## src/inc/mrsf_pkg.sv

```systemverilog
// shared constants, state codes and the crc step for the rtu slave framer
// assumes a single 25 MHz clock and byte-wide serial characters

package mrsf_pkg;

  // clock and character timing
  localparam int CLK_HZ = 25_000_000;
  localparam int BAUD = 9600;
  localparam int BITS_PER_CHAR = 11; // start, 8 data, parity, stop
  // half a character time in cycles, rounded down
  localparam int HALF_CHAR_CYCLES = (CLK_HZ * BITS_PER_CHAR) / (2 * BAUD);
  localparam logic [2:0] HALVES_ABORT = 3'h3; // 1.5 character times
  localparam logic [2:0] HALVES_END = 3'h7; // 3.5 character times
  localparam logic [2:0] HALVES_HOLD = 3'h2; // 1 character time

  // frame layout
  localparam logic [3:0] REQ_LEN = 4'h8;
  localparam logic [3:0] LEN_FULL = 4'hF;
  localparam logic [2:0] REPLY_LEN_OK = 3'h6;
  localparam logic [2:0] REPLY_LEN_ERR = 3'h4;
  localparam logic [7:0] ADDR_BCAST = 8'h00;

  // function codes and register map
  localparam logic [7:0] FC_READ = 8'h03;
  localparam logic [7:0] FC_WRITE = 8'h06;
  localparam logic [7:0] FC_ERR_FLAG = 8'h80;
  localparam logic [15:0] REG_SETPOINT = 16'h0003;
  localparam logic [15:0] READ_COUNT = 16'h0001;
  localparam logic [15:0] READ_BYTES = 16'h0002;
  localparam logic [15:0] SETPOINT_RESET = 16'h0000;
  localparam logic [15:0] SETPOINT_MAX = 16'h0FA0; // 400.0 Hz in tenths

  // exception codes
  localparam logic [7:0] ERR_NONE = 8'h00;
  localparam logic [7:0] ERR_ADDR = 8'h01;
  localparam logic [7:0] ERR_VALUE = 8'h02;
  localparam logic [7:0] ERR_RUNNING = 8'h03;

  // crc
  localparam logic [15:0] CRC_INIT = 16'hFFFF;
  localparam logic [15:0] CRC_POLY = 16'hA001;
  localparam logic [15:0] CRC_GOOD = 16'h0000;

  // transmit buffer
  localparam int BYTE_W = 8;
  localparam int FIFO_DEPTH = 32;

  typedef enum logic [2:0] {
    ST_RECV = 3'h0,
    ST_EXEC = 3'h1,
    ST_SEND = 3'h2,
    ST_CRC_LO = 3'h3,
    ST_CRC_HI = 3'h4,
    ST_DRAIN = 3'h5
  } mrsf_state_t;

  // one byte folded into the crc, lsb first, reflected polynomial
  function automatic logic [15:0] mrsf_crc_byte(input logic [15:0] crc, input logic [7:0] d);
    logic [15:0] c;
    c = crc ^ {8'h00, d};
    for (int i = 0; i < 8; i++) begin
      c = c[0] ? ((c >> 1) ^ CRC_POLY) : (c >> 1);
    end
    return c;
  endfunction

endpackage

```

## src/hdl/mrsf_crc.sv

```systemverilog
// byte-serial crc-16 accumulator for rtu frames
// assumes start and valid are one-cycle strobes in the CLOCK domain
`timescale 1ns/1ps

module mrsf_crc (
  input wire logic clk,
  input wire logic rst_n,
  input wire logic start,
  input wire logic valid,
  input wire logic [7:0] data,
  output logic [15:0] crc
);
  import mrsf_pkg::*;

  // start seeds with all ones and folds the first byte in the same cycle
  always_ff @(posedge clk or negedge rst_n) begin
    if (!rst_n) begin
      crc <= CRC_INIT;
    end else if (start) begin
      crc <= mrsf_crc_byte(CRC_INIT, data);
    end else if (valid) begin
      crc <= mrsf_crc_byte(crc, data);
    end
  end

endmodule

```

## src/hdl/mrsf_fifo.sv

```systemverilog
// flip-flop fifo with valid/ready on both sides
// assumes one clock; out_data is valid whenever out_valid is high
`timescale 1ns/1ps

module mrsf_fifo #(
  parameter int WIDTH = 8,
  parameter int DEPTH = 32
) (
  input wire logic clk,
  input wire logic rst_n,
  input wire logic in_valid,
  output logic in_ready,
  input wire logic [WIDTH-1:0] in_data,
  output logic out_valid,
  input wire logic out_ready,
  output logic [WIDTH-1:0] out_data
);
  localparam int AW = (DEPTH > 1) ? $clog2(DEPTH) : 1;
  localparam logic [AW-1:0] LAST = AW'(DEPTH - 1);
  localparam logic [AW:0] FULL = (AW + 1)'(DEPTH);

  logic [WIDTH-1:0] mem [DEPTH];
  logic [AW-1:0] wr_ptr;
  logic [AW-1:0] rd_ptr;
  logic [AW:0] count;
  wire push = in_valid && in_ready;
  wire pop = out_valid && out_ready;

  // full and empty come from the true occupancy, so any depth works
  assign in_ready = (count != FULL);
  assign out_valid = (count != '0);
  assign out_data = mem[rd_ptr];

  always_ff @(posedge clk) begin
    if (push) begin
      mem[wr_ptr] <= in_data;
    end
  end

  // pointers wrap at the last slot rather than relying on a power of two
  always_ff @(posedge clk or negedge rst_n) begin
    if (!rst_n) begin
      wr_ptr <= '0;
      rd_ptr <= '0;
      count <= '0;
    end else begin
      if (push) begin
        wr_ptr <= (wr_ptr == LAST) ? '0 : wr_ptr + 1'b1;
      end
      if (pop) begin
        rd_ptr <= (rd_ptr == LAST) ? '0 : rd_ptr + 1'b1;
      end
      if (push && !pop) begin
        count <= count + 1'b1;
      end else if (pop && !push) begin
        count <= count - 1'b1;
      end
    end
  end

endmodule

```

## src/hdl/mrsf_framer.sv

```systemverilog
// rtu slave framer: byte stream in, frame delimiting, command handling, reply out
// assumes an external uart delivers received bytes as RX_VALID strobes and takes
// transmit bytes on TX_VALID/TX_READY; TX_EN drives the rs485 transceiver enable
//
// Functional notes
// - half duplex: receive is ignored while a reply is being driven out
// - own slave address comes from SLAVE_ADDR, legal values 1 to 127
// - address 0 is broadcast and accepted besides our own address
// - every valid individually addressed request gets a reply frame
// - broadcast requests are executed but never answered
// - each character carries one eight-bit frame byte
// - a new frame starts after 1.5 character times of idle bus or once the previous frame has closed
// - frame is complete after 3.5 idle character times following last byte
// - field order: address, function code, data words, crc
// - first byte of each frame is compared against our own address
// - gap over 1.5 character times discards the partial frame
// - gaps under 1.5 character times keep appending to the current frame
// - function 0x03 reads and 0x06 writes a parameter register
// - data field is 16-bit words, high byte first
// - every frame ends with crc over all preceding bytes
// - successful write is answered by an echo of the request
// - successful read answers address, 0x03, byte count word 2, value, crc
// - register 0x0003 is the frequency setpoint in tenths of a hertz
// - crc starts all ones, xor byte, eight right shifts with 0xA001
// - crc is sent low byte first, then high byte
// - errors answer function code plus 0x80 and an error word 1, 2 or 3
`timescale 1ns/1ps

module mrsf_framer #(
  parameter int HALF_CHAR_CYCLES = mrsf_pkg::HALF_CHAR_CYCLES,
  parameter int FIFO_DEPTH = mrsf_pkg::FIFO_DEPTH,
  parameter logic [15:0] SETPOINT_MAX = mrsf_pkg::SETPOINT_MAX
) (
  input wire logic CLOCK,
  input wire logic RST_N,
  input wire logic [7:0] RX_DATA,
  input wire logic RX_VALID,
  input wire logic [6:0] SLAVE_ADDR,
  input wire logic RUNNING,
  output logic [7:0] TX_DATA,
  output logic TX_VALID,
  input wire logic TX_READY,
  output logic TX_EN,
  output logic [15:0] FREQ_SETPOINT,
  output logic CRC_ERROR,
  output logic FRAME_DONE
);
  import mrsf_pkg::*;

  localparam logic [15:0] HALF_LAST = 16'(HALF_CHAR_CYCLES - 1);

  mrsf_state_t state;
  mrsf_state_t next_state;

  // gap timing
  logic [15:0] div_cnt;
  logic [2:0] gap_halves;
  logic in_frame;

  // receive buffer
  logic [7:0] rx_buf [8];
  logic [3:0] rx_cnt;
  logic [15:0] rx_crc;

  // reply buffer
  logic [7:0] rep [6];
  logic [2:0] rep_len;
  logic [2:0] rep_idx;
  logic [15:0] tx_crc;

  // transmit fifo
  logic fifo_in_valid;
  logic fifo_in_ready;
  logic [7:0] fifo_in_data;
  logic fifo_out_valid;
  logic [7:0] fifo_out_data;

  // byte taken only while listening and never in the closing cycle of a frame
  wire rx_take = RX_VALID && (state == ST_RECV) && !frame_end;
  wire half_tick = (div_cnt == HALF_LAST);
  wire gap_long = (gap_halves >= HALVES_ABORT);
  // a late byte opens a new frame, an early one extends the current
  wire start_new = rx_take && (!in_frame || gap_long);
  wire frame_end = in_frame && half_tick && (gap_halves == HALVES_END - 3'h1);
  wire [3:0] wr_idx = start_new ? 4'h0 : rx_cnt;
  wire out_take = fifo_out_valid && (!TX_VALID || TX_READY);
  wire out_pending = fifo_out_valid || TX_VALID;
  wire timer_clr = rx_take || ((state != ST_RECV) && (state != ST_DRAIN))
    || ((state == ST_DRAIN) && out_pending);

  // address filter on the first byte of the frame
  wire own_valid = (SLAVE_ADDR != 7'h00);
  wire addr_own = own_valid && (rx_buf[0] == {1'b0, SLAVE_ADDR});
  wire addr_bcast = (rx_buf[0] == ADDR_BCAST);
  wire crc_ok = (rx_crc == CRC_GOOD);
  wire len_ok = (rx_cnt == REQ_LEN);
  wire frame_ok = len_ok && crc_ok && (addr_own || addr_bcast);

  // request fields, words high byte first
  wire [7:0] req_fc = rx_buf[1];
  wire [15:0] req_reg = {rx_buf[2], rx_buf[3]};
  wire [15:0] req_word = {rx_buf[4], rx_buf[5]};
  wire reg_bad = (req_reg != REG_SETPOINT);
  wire is_read = (req_fc == FC_READ);
  wire is_write = (req_fc == FC_WRITE);

  // error priority: address first, then count or range, then run lock
  wire [7:0] read_err = reg_bad ? ERR_ADDR
    : (req_word != READ_COUNT) ? ERR_VALUE : ERR_NONE;
  wire [7:0] write_err = reg_bad ? ERR_ADDR
    : (req_word > SETPOINT_MAX) ? ERR_VALUE
    : RUNNING ? ERR_RUNNING : ERR_NONE;
  // unknown function codes are answered as a bad address
  wire [7:0] exec_err = is_read ? read_err : is_write ? write_err : ERR_ADDR;
  wire exec_ok = (exec_err == ERR_NONE);
  wire do_write = is_write && exec_ok;

  // state sequencing
  always_comb begin
    next_state = state;
    case (state)
      ST_RECV: begin
        if (frame_end && frame_ok) begin
          next_state = ST_EXEC;
        end
      end
      ST_EXEC: begin
        // broadcasts are executed silently to avoid slave collisions
        next_state = addr_bcast ? ST_RECV : ST_SEND;
      end
      ST_SEND: begin
        if (fifo_in_ready && (rep_idx == rep_len - 3'h1)) begin
          next_state = ST_CRC_LO;
        end
      end
      ST_CRC_LO: begin
        if (fifo_in_ready) begin
          next_state = ST_CRC_HI;
        end
      end
      ST_CRC_HI: begin
        if (fifo_in_ready) begin
          next_state = ST_DRAIN;
        end
      end
      ST_DRAIN: begin
        // hold the line one more character so the last stop bit leaves
        if (!out_pending && (gap_halves == HALVES_HOLD)) begin
          next_state = ST_RECV;
        end
      end
      default: begin
        next_state = ST_RECV;
      end
    endcase
  end

  always_ff @(posedge CLOCK or negedge RST_N) begin
    if (!RST_N) begin
      state <= ST_RECV;
    end else begin
      state <= next_state;
    end
  end

  // half-character divider, realigned to every received byte
  always_ff @(posedge CLOCK or negedge RST_N) begin
    if (!RST_N) begin
      div_cnt <= 16'h0000;
    end else if (timer_clr || half_tick) begin
      div_cnt <= 16'h0000;
    end else begin
      div_cnt <= div_cnt + 16'h0001;
    end
  end

  // idle time since the last byte, in half characters, saturating
  always_ff @(posedge CLOCK or negedge RST_N) begin
    if (!RST_N) begin
      gap_halves <= HALVES_END;
    end else if (timer_clr) begin
      gap_halves <= 3'h0;
    end else if (half_tick && (gap_halves != HALVES_END)) begin
      gap_halves <= gap_halves + 3'h1;
    end
  end

  // frame open from its first byte until 3.5 idle characters
  always_ff @(posedge CLOCK or negedge RST_N) begin
    if (!RST_N) begin
      in_frame <= 1'b0;
    end else if (rx_take) begin
      in_frame <= 1'b1;
    end else if (frame_end || (state != ST_RECV)) begin
      in_frame <= 1'b0;
    end
  end

  // byte count saturates so an overlong frame can never match the length
  always_ff @(posedge CLOCK or negedge RST_N) begin
    if (!RST_N) begin
      rx_cnt <= 4'h0;
    end else if (start_new) begin
      rx_cnt <= 4'h1;
    end else if (rx_take && (rx_cnt != LEN_FULL)) begin
      rx_cnt <= rx_cnt + 4'h1;
    end
  end

  // only the first eight bytes are kept, eight bits each
  always_ff @(posedge CLOCK) begin
    if (rx_take && !wr_idx[3]) begin
      rx_buf[wr_idx[2:0]] <= RX_DATA;
    end
  end

  // receive crc runs over the trailing crc too; a good frame leaves zero
  mrsf_crc u_rx_crc (
    .clk(CLOCK),
    .rst_n(RST_N),
    .start(start_new),
    .valid(rx_take),
    .data(RX_DATA),
    .crc(rx_crc)
  );

  // reply build in the execute cycle
  always_ff @(posedge CLOCK) begin
    if (state == ST_EXEC) begin
      rep[0] <= rx_buf[0];
      if (!exec_ok) begin
        rep[1] <= req_fc | FC_ERR_FLAG;
        rep[2] <= 8'h00;
        rep[3] <= exec_err;
        rep[4] <= 8'h00;
        rep[5] <= 8'h00;
        rep_len <= REPLY_LEN_ERR;
      end else if (is_read) begin
        rep[1] <= FC_READ;
        rep[2] <= READ_BYTES[15:8];
        rep[3] <= READ_BYTES[7:0];
        rep[4] <= FREQ_SETPOINT[15:8];
        rep[5] <= FREQ_SETPOINT[7:0];
        rep_len <= REPLY_LEN_OK;
      end else begin
        // echo; recomputed crc equals the request crc
        rep[1] <= rx_buf[1];
        rep[2] <= rx_buf[2];
        rep[3] <= rx_buf[3];
        rep[4] <= rx_buf[4];
        rep[5] <= rx_buf[5];
        rep_len <= REPLY_LEN_OK;
      end
    end
  end

  // setpoint register, written by a good write even when broadcast
  always_ff @(posedge CLOCK or negedge RST_N) begin
    if (!RST_N) begin
      FREQ_SETPOINT <= SETPOINT_RESET;
    end else if ((state == ST_EXEC) && do_write) begin
      FREQ_SETPOINT <= req_word;
    end
  end

  // reply byte index
  always_ff @(posedge CLOCK or negedge RST_N) begin
    if (!RST_N) begin
      rep_idx <= 3'h0;
    end else if (state == ST_EXEC) begin
      rep_idx <= 3'h0;
    end else if ((state == ST_SEND) && fifo_in_ready) begin
      rep_idx <= rep_idx + 3'h1;
    end
  end

  // fifo feed: reply bytes, then crc low and high
  assign fifo_in_valid = (state == ST_SEND) || (state == ST_CRC_LO) || (state == ST_CRC_HI);
  assign fifo_in_data = (state == ST_CRC_LO) ? tx_crc[7:0]
    : (state == ST_CRC_HI) ? tx_crc[15:8] : rep[rep_idx];

  mrsf_crc u_tx_crc (
    .clk(CLOCK),
    .rst_n(RST_N),
    .start((state == ST_SEND) && fifo_in_ready && (rep_idx == 3'h0)),
    .valid((state == ST_SEND) && fifo_in_ready),
    .data(fifo_in_data),
    .crc(tx_crc)
  );

  // a full fifo stalls the reply sequence above
  mrsf_fifo #(
    .WIDTH(BYTE_W),
    .DEPTH(FIFO_DEPTH)
  ) u_tx_fifo (
    .clk(CLOCK),
    .rst_n(RST_N),
    .in_valid(fifo_in_valid),
    .in_ready(fifo_in_ready),
    .in_data(fifo_in_data),
    .out_valid(fifo_out_valid),
    .out_ready(out_take),
    .out_data(fifo_out_data)
  );

  // output byte register toward the uart
  always_ff @(posedge CLOCK or negedge RST_N) begin
    if (!RST_N) begin
      TX_VALID <= 1'b0;
      TX_DATA <= 8'h00;
    end else if (out_take) begin
      TX_VALID <= 1'b1;
      TX_DATA <= fifo_out_data;
    end else if (TX_READY) begin
      TX_VALID <= 1'b0;
    end
  end

  // driver enable; replies only start after the request's 3.5 char idle
  always_ff @(posedge CLOCK or negedge RST_N) begin
    if (!RST_N) begin
      TX_EN <= 1'b0;
    end else begin
      TX_EN <= (state == ST_SEND) || (state == ST_CRC_LO)
        || (state == ST_CRC_HI) || (state == ST_DRAIN);
    end
  end

  // status pulses at frame end: crc failure and accepted frame
  always_ff @(posedge CLOCK or negedge RST_N) begin
    if (!RST_N) begin
      CRC_ERROR <= 1'b0;
      FRAME_DONE <= 1'b0;
    end else begin
      CRC_ERROR <= frame_end && !crc_ok;
      FRAME_DONE <= frame_end && frame_ok;
    end
  end

endmodule

```

## config.mk

```make
export PLATFORM = sky130hd
export DESIGN_NAME = mrsf_framer
export DESIGN_NICKNAME = d
export VERILOG_FILES = /design/src/inc/mrsf_pkg.sv /design/src/hdl/mrsf_crc.sv /design/src/hdl/mrsf_fifo.sv /design/src/hdl/mrsf_framer.sv
export SDC_FILE = /design/constraint.sdc
export NUM_CORES = 1
export LEC_CHECK = 0
export BUFFER_PORTS_ARGS = -buffer_cell sky130_fd_sc_hd__buf_2
export CAP_MARGIN = 15
export CORE_MARGIN = 8
export CORE_UTILIZATION = 56
export CTS_BUF_LIST = sky130_fd_sc_hd__clkbuf_16
export CTS_CLUSTER_DIAMETER = 80
export DETAILED_ROUTE_END_ITERATION = 6
export PLACE_DENSITY_LB_ADDON = 0.3
export RECOVER_POWER = 50
export SLEW_MARGIN = 20
export SYNTH_ARGS = -nofsm -noshare
export SYNTH_HDL_FRONTEND = slang
export SYNTH_SLANG_ARGS = --single-unit
```

## constraint.sdc

```tcl
create_clock -name CLOCK -period 6 [get_ports CLOCK]
set_input_delay 0.6 -clock CLOCK [delete_from_list [all_inputs] [get_ports CLOCK]]
set_output_delay 0.6 -clock CLOCK [all_outputs]
set_load 0.02 [all_outputs]
```

## Yosys cells after proc, flatten, opt, wreduce, memory -nomap -nowiden

Memories as Yosys holds them, arrays and structs flattened. A register that Yosys moved wholly into a read port is not among the register bits.
Index checks and enable logic that the tools add are counted.

- Register bits after elaboration: 101
- Bits in latches: 0
- Memory bits (writable): 368
- Bits in read-only memories: 0
- Input bits: 20
- Logic and storage cells: 262
- Memories kept: 3

Memory list:

| memory | depth | width | rd ports | clocked after memory_dff | write ports | RTL line | RTL |
|---|---|---|---|---|---|---|---|
| u_tx_fifo.mem | 32 | 8 | 1 | 1 | 1 | mrsf_fifo.sv:22 | `logic [WIDTH-1:0] mem [DEPTH];` |
| rx_buf | 8 | 8 | 6 | 0 | 1 | mrsf_framer.sv:61 | `logic [7:0] rx_buf [8];` |
| rep | 6 | 8 | 1 | 0 | 6 | mrsf_framer.sv:66 | `logic [7:0] rep [6];` |

- Add/subtract/negate cells: 9
- $mul: 0
- Divide/modulo/power cells: 0
- Magnitude comparators: 2
- Equality and inequality tests: 26
- Shift-type cells: 0
- Mux-type cells: 96
- Bitwise operators: 46
- Reduce and logical (&&, ||, !) cells: 63

Operators by type and width:

| operator | number |
|---|---|
| 16-bit 2-to-1 mux | 37 |
| 8-bit 2-to-1 mux | 12 |
| 2-bit NOT with 3-bit output | 32 |
| 8-bit NOT with 16-bit output | 2 |
| 16-bit by 8-bit XOR with 16-bit output | 2 |
| 3-bit 2-to-1 mux | 9 |
| 1-bit logical AND | 26 |
| 1-bit 2-to-1 mux | 21 |
| 2-bit 2-to-1 mux | 9 |
| 3-bit one-hot mux with 6 select lines | 1 |
| 16-bit by 1-bit adder with 16-bit output, second input constant | 1 |
| 16-bit by 14-bit equality test with 1-bit output, second input constant | 1 |
| 16-bit by 12-bit greater-than comparator with 1-bit output, second input constant | 1 |
| 16-bit logical NOT | 1 |
| 8-bit logical NOT | 2 |
| 16-bit by 1-bit inequality test with 1-bit output, second input constant | 1 |
| 16-bit by 2-bit inequality test with 1-bit output, second input constant | 1 |
| 2-bit nonzero test | 8 |
| 4-bit 2-to-1 mux | 3 |
| 6-bit 2-to-1 mux | 2 |
| 1-bit logical OR | 11 |
| 5-bit by 1-bit adder with 5-bit output, second input constant | 2 |
| 5-bit equality test, second input constant | 2 |
| 5-bit 2-to-1 mux | 2 |
| 26 further kinds | 53 |

## Depth between registers and ports, before layout

- Depth in word-level cells: 22
- Depth in mapped cells: 15
- Gate-level depth less buffers: 13

## By module

A second synthesis with hierarchy kept.

- Cell total of the unflattened synthesis: 1368
- Area, all modules: 20230.7 um^2

By module, submodules not included:

| module | times used | cells an instance | area an instance (um^2) |
|---|---|---|---|
| mrsf_fifo | 1 | 579 | 11006.8 |
| mrsf_framer | 1 | 559 | 7025.5 |
| mrsf_crc at u_rx_crc | 1 | 115 | 1126.1 |
| mrsf_crc at u_tx_crc | 1 | 115 | 1072.3 |

## Least setup slack after synthesis

No wires, ideal clock.

- Path kind: register -> register
- Start: reg state[0]
- End: reg FREQ_SETPOINT[0]
- Library setup time: 125 ps
- Data arrival time: 6126 ps
- Data required time: 5875 ps
- Setup slack: -251 ps
- Cell stages (with the launch flop): 7
- Path through: dfrtp_1 > clkbuf_1 > inv_1 > nor3_1 > nand2_1 > nor2_1 > mux2_2

- Word-level cells in the longest chain between the ends: 2

RTL lines:

| item | RTL line | RTL |
|---|---|---|
| from (decl) | mrsf_framer.sv:52 | `mrsf_state_t state;` |
| from (signal assigned) | mrsf_framer.sv:162 | `state <= next_state;` |
| 3-bit by 1-bit equality test with 1-bit output | mrsf_framer.sv:261 | `end else if ((state == ST_EXEC) && do_write) begin` |
| 1-bit logical AND | mrsf_framer.sv:261 |  |
| to (signal assigned) | mrsf_framer.sv:262 | `FREQ_SETPOINT <= req_word;` |
| to (decl) | mrsf_framer.sv:44 | `output logic [15:0] FREQ_SETPOINT,` |

No other way between the ends.
A chain may end at the register's enable or synchronous reset.

## Worst setup path after layout

- Start: reg state[2]
- End: reg u_tx_crc.crc[0]

- Word-level cells in the longest chain between the ends: 15

RTL lines:

| item | RTL line | RTL |
|---|---|---|
| 3-bit equality test | mrsf_framer.sv:280 | `: (state == ST_CRC_HI) ? tx_crc[15:8] : rep[rep_idx];` |
| 8-bit 2-to-1 mux | mrsf_framer.sv:280 |  |
| 8-bit 2-to-1 mux | mrsf_framer.sv:279 | `assign fifo_in_data = (state == ST_CRC_LO) ? tx_crc[7:0]` |
| 16-bit by 8-bit XOR with 16-bit output | mrsf_pkg.sv:60 | `c = crc ^ {8'h00, d};` |
| 16-bit 2-to-1 mux / 2-bit NOT with 3-bit output (equally long branches) (6 in a row) | -- |  |
| 2-bit NOT with 3-bit output (no line) / 16-bit 2-to-1 mux (equally long branches) | -- |  |
| 16-bit 2-to-1 mux (2 in a row) | mrsf_pkg.sv:62 | `c = c[0] ? ((c >> 1) ^ CRC_POLY) : (c >> 1);` |
| 16-bit 2-to-1 mux | mrsf_crc.sv:21 | `end else if (valid) begin` |
| 16-bit 2-to-1 mux | mrsf_crc.sv:19 | `end else if (start) begin` |
| to (signal assigned) | mrsf_crc.sv:20 | `crc <= mrsf_crc_byte(CRC_INIT, data);` |
| to (signal assigned) | mrsf_crc.sv:22 | `crc <= mrsf_crc_byte(crc, data);` |
| to (decl) | mrsf_crc.sv:11 | `output logic [15:0] crc` |

Several ways; a longest one is shown, not always the timed one. The select of a mux whose other input is x is not followed.

==> flow_results.org <==
** STA
- Final Max Slew Viols :: 104
- In the finished design, the share of the clock period the worst path needs comes to 73.4%.
- For the pin with the worst max-slew slack, the measured transition is 3090 ps.
- Across the routed clock network, the largest skew measured is between 10 and 15 ps.
- Headroom to the max-slew limit came out at -106%.
- Summed over all failing endpoints, the final setup total negative slack is 0 ps.
- The final-report hold violation count came to 0.
- The routed design could run at a clock period as short as 4400 ps.
- Max Freq :: 0.227 GHz
- Setup repair after global routing left no endpoint under its margin.
- Setup violations remaining at the end of the flow were counted as 0.

** Die
- Count of boundary I/O pins :: 48
- From bottom edge to top edge, the die measures 204 um.
- Measured along the x axis, the die boundary spans 204 um.
- The die covers 41600 um^2.
- Row cnt :: 69
- Area of the core region :: between 30000 and 40000 um^2
- Initial Utilization :: 56.2%

** Detailed routing
- Antenna-violating nets left :: 0
- For this run, design rule violations remaining after detail routing come to 0.
- After detailed routing, the number of vias per cell comes to 5.82.
- For this block, the routed nets add up to 39.5 mm of wire.
- After detailed routing, the average wire length per cell comes to 21.0 um.
- DR vias :: around 11000
- In this run, the number of DRC markers left after iteration 0 of detailed routing was 666.
- DRT Pass-1 Iters :: 7

** Global routing
- Busiest grt layer :: met2
- Global routing used 25.5% of the available met1 tracks.
- Entering global routing, the biggest net connects 56 pins.
- For met3 alone, demand over resource in global routing was 3.19%.
- First-pass GRT wire length :: 62.7 mm
- After global routing the overflow that remains totals 0.
- The initial antenna violation count came to 1.
- The via count of the first global-routing pass is 11100.
- Met2 track demand over resource :: about a third
- Global routing consumed, over all layers together, 19.2% of the routing resources.

** Final layout
- Most frequent cells in the layout :: sky130_fd_sc_hd__edfxtp_1, sky130_fd_sc_hd__nor2_1, sky130_fd_sc_hd__nand2_1
- Synthesis-to-finish area growth :: 11.4%
- Final cell area excluding filler cells :: 22100 um^2
- The library cell used most frequently in the layout, excluding fill and tap cells, is sky130_fd_sc_hd__edfxtp_1.
- The layout has 2562 filler cells.
- Number of nets at the end of the flow :: 1421
- The number of antenna diodes in the final layout is 0.
- In the final layout, the share of cells above drive strength 1 is a little under a fifth.

** Power and ir drop
- Pwr per Cell Area :: 577 nW/um^2
- Power comes to 12.7 mW.
- Maximum vdd ir drop :: 0.394 mV
- Summed over all cells, the static leakage comes to ~7.6 nW.

** Setup path
- Required time reported for the critical path endpoint :: 6440 ps
- Arrival time of data at the critical path endpoint :: just under 5000 ps
- CP dominant cell by count :: sky130_fd_sc_hd__xnor2_1
- Standard cell with the maximum stage delay on the critical path :: sky130_fd_sc_hd__nor3b_1
- Largest incremental delay on the critical path :: 1260 ps
- Largest fanout of any net on the critical path :: 15
- The worst setup path is launched from a flip-flop.
- The signal on the critical path passes through nor3b_1 > a22oi_1 > xnor2_1 > xnor3_2 > xnor2_2 > mux2i_1 > nor2_1 > a31oi_2 > xnor2_1 > o221ai_2.
- The worst setup path is of the flip-flop to flip-flop kind.
- Critical path endpoint category :: flip-flop

** Yosys
- In the synthesized netlist the dominant register cell turns out to be sky130_fd_sc_hd__edfxtp_1.
- A synthesized cell averages between 15 and 20 um^2.
- Number of standard cells after synthesis :: 1312
- Area share of the largest cell type after synthesis :: a little over half
- Area of the mapped netlist :: 19800 um^2
- In the synthesized netlist the async set-or-reset flop fraction comes to between 20% and 30%.
- The largest total area in the synthesized netlist belongs to sky130_fd_sc_hd__edfxtp_1.
- Register area share after synthesis :: 67.1%
- Post-synth EDFFs :: between 300 and 400
- Yosys cell types :: 67
- Yosys printed 0 warnings.
- Top post-synthesis cells by area :: sky130_fd_sc_hd__edfxtp_1, sky130_fd_sc_hd__mux4_2, sky130_fd_sc_hd__dfrtp_1
- In this run, synthesis produced a sequential element count of roughly 460.

** CTS
- CTS built an H-tree with a depth of 2.
- The clock reaches the later pin of the worst-skew pair after 570 ps.
- Hold_buf cts :: 0
- Post-CTS repair changed the size of 0 cells.
- Buffer count from post-CTS setup fixing :: 0
- Clock slew at reported path FFs :: 60 ps
- CTS Sinks :: between 400 and 500
- Number of buffers between clock root and the deepest sink :: 3
- Clock tree from TritonCTS :: yes
- Number of buffers created by CTS :: 47
- The tree is rooted in a sky130_fd_sc_hd__clkbuf_16.

** Place
- HPWL after DPL :: between 20 and 25 mm
- Routability-driven placement finished with a final weighted congestion of 0.801.
- Port buffering added 47 buffers.
- Standard cell area after detailed placement :: 20600 um^2

** Outcome
- The flow ran to the end, but the final reports show violations.
- Violations in the final reports :: max-capacitance violations, max-slew violations

** Job
- The tool flagged a number of max-cap violations equal to 3.

** Worst hold path
- The min-delay analysis places its worst path in the category input port to flip-flop.
## per-stage QoR
step	setup slack [ps]	hold slack [ps]	cells	util [%]
floorplan	1610	304	1325	-
global route	1170	318	1878	62.6
global placement	2300	438	1790	58.5
CTS	2180	84.9	1878	63.0
detailed placement	2200	435	1790	58.6
finish	1600	313	1878	62.6
## worst max-delay path, delay by kind of cell, from the launching register on
kind	cells	cell delay, ps
compound gates	3	860
mux	1	200
simple gates	2	1340
xor+xnor	4	1250
flops	1	630
## layout make-up
| type | instances | area (um^2) | area share, % |
|---|---|---|---|
| multi-input combinational | 777 | 6250 | 28.3 |
| clock inverter | 41 | 354 | 1.60 |
| inverter | 24 | 90.1 | 0.408 |
| tap | 461 | 577 | 2.61 |
| clock buffer | 47 | 1180 | 5.33 |
| sequential | 459 | 13300 | 60.3 |
| timing repair buffer | 69 | 322 | 1.46 |
## power by group
group | internal, mW | switching, mW
sequential | 4.64 | 0.565
clock | 1.65 | 1.20
combinational | 1.96 | 2.72
## registers in the layout, summed over array words and instances (netlist names), 4 cells and up
register and flops:
FREQ_SETPOINT 16, TX_DATA 8, div_cnt 16, rep 48
rx_buf 48, rx_cnt 4, u_rx_crc.crc 16, u_tx_crc.crc 16
u_tx_fifo.count 6, u_tx_fifo.mem 256, u_tx_fifo.rd_ptr 5, u_tx_fifo.wr_ptr 5
## layer usage
layer  vias up  share of wire, %  routed length, um
met1      5508                42              16700
li1       5064                 -                  -
met5         -             0.033                 13
met2       299                51              20000
met4         2               2.0                788
met3        66               5.1               2000
## worst paths after layout
kind | startpoint | endpoint | slack, ps | cells after the start
max | state[2] | u_tx_crc.crc[0] | 1600 | 10
min | RX_VALID | in_frame | 310 | 2
max reg2reg | state[2] | u_tx_crc.crc[0] | 1600 | 10
min reg2reg | rx_buf[1][1] | rep[1][1] | 440 | 0
max in group asynchronous | RST_N | u_tx_fifo.rd_ptr[0] | 2120 | 2
min in group asynchronous | RST_N | FREQ_SETPOINT[5] | 1030 | 1
## cell usage after synthesis (all sizes together), types with 24 or more instances
| master | n |
|---|---|
| inv | 24 |
| nor2 | 121 |
| dfrtp | 71 |
| nand3 | 25 |
| mux4 | 83 |
| a21oi | 62 |
| nand2 | 102 |
| clkbuf | 49 |
| edfxtp | 353 |
| xor2 | 35 |
| o21ai | 63 |
| dfstp | 35 |
| mux2i | 28 |
| xnor2 | 58 |
## cell families (layout without fill, tap and decap cells)
group                    Yosys count  after routing  share of synthesized area [%]
AO/OA/AOI/OAI                    163            163                           4.83
adder cells (fa/ha/maj)           23             23                           1.49
flip-flops                       459            459                           67.1
buffers and inverters             89            181                           1.81
AND/OR/NAND/NOR                  350            350                           8.19
multiplexers                     133            133                           12.2
other                              1             14                         0.0189
XOR/XNOR                          94             94                           4.35
Note: power is estimated with default switching activity, not from simulation.
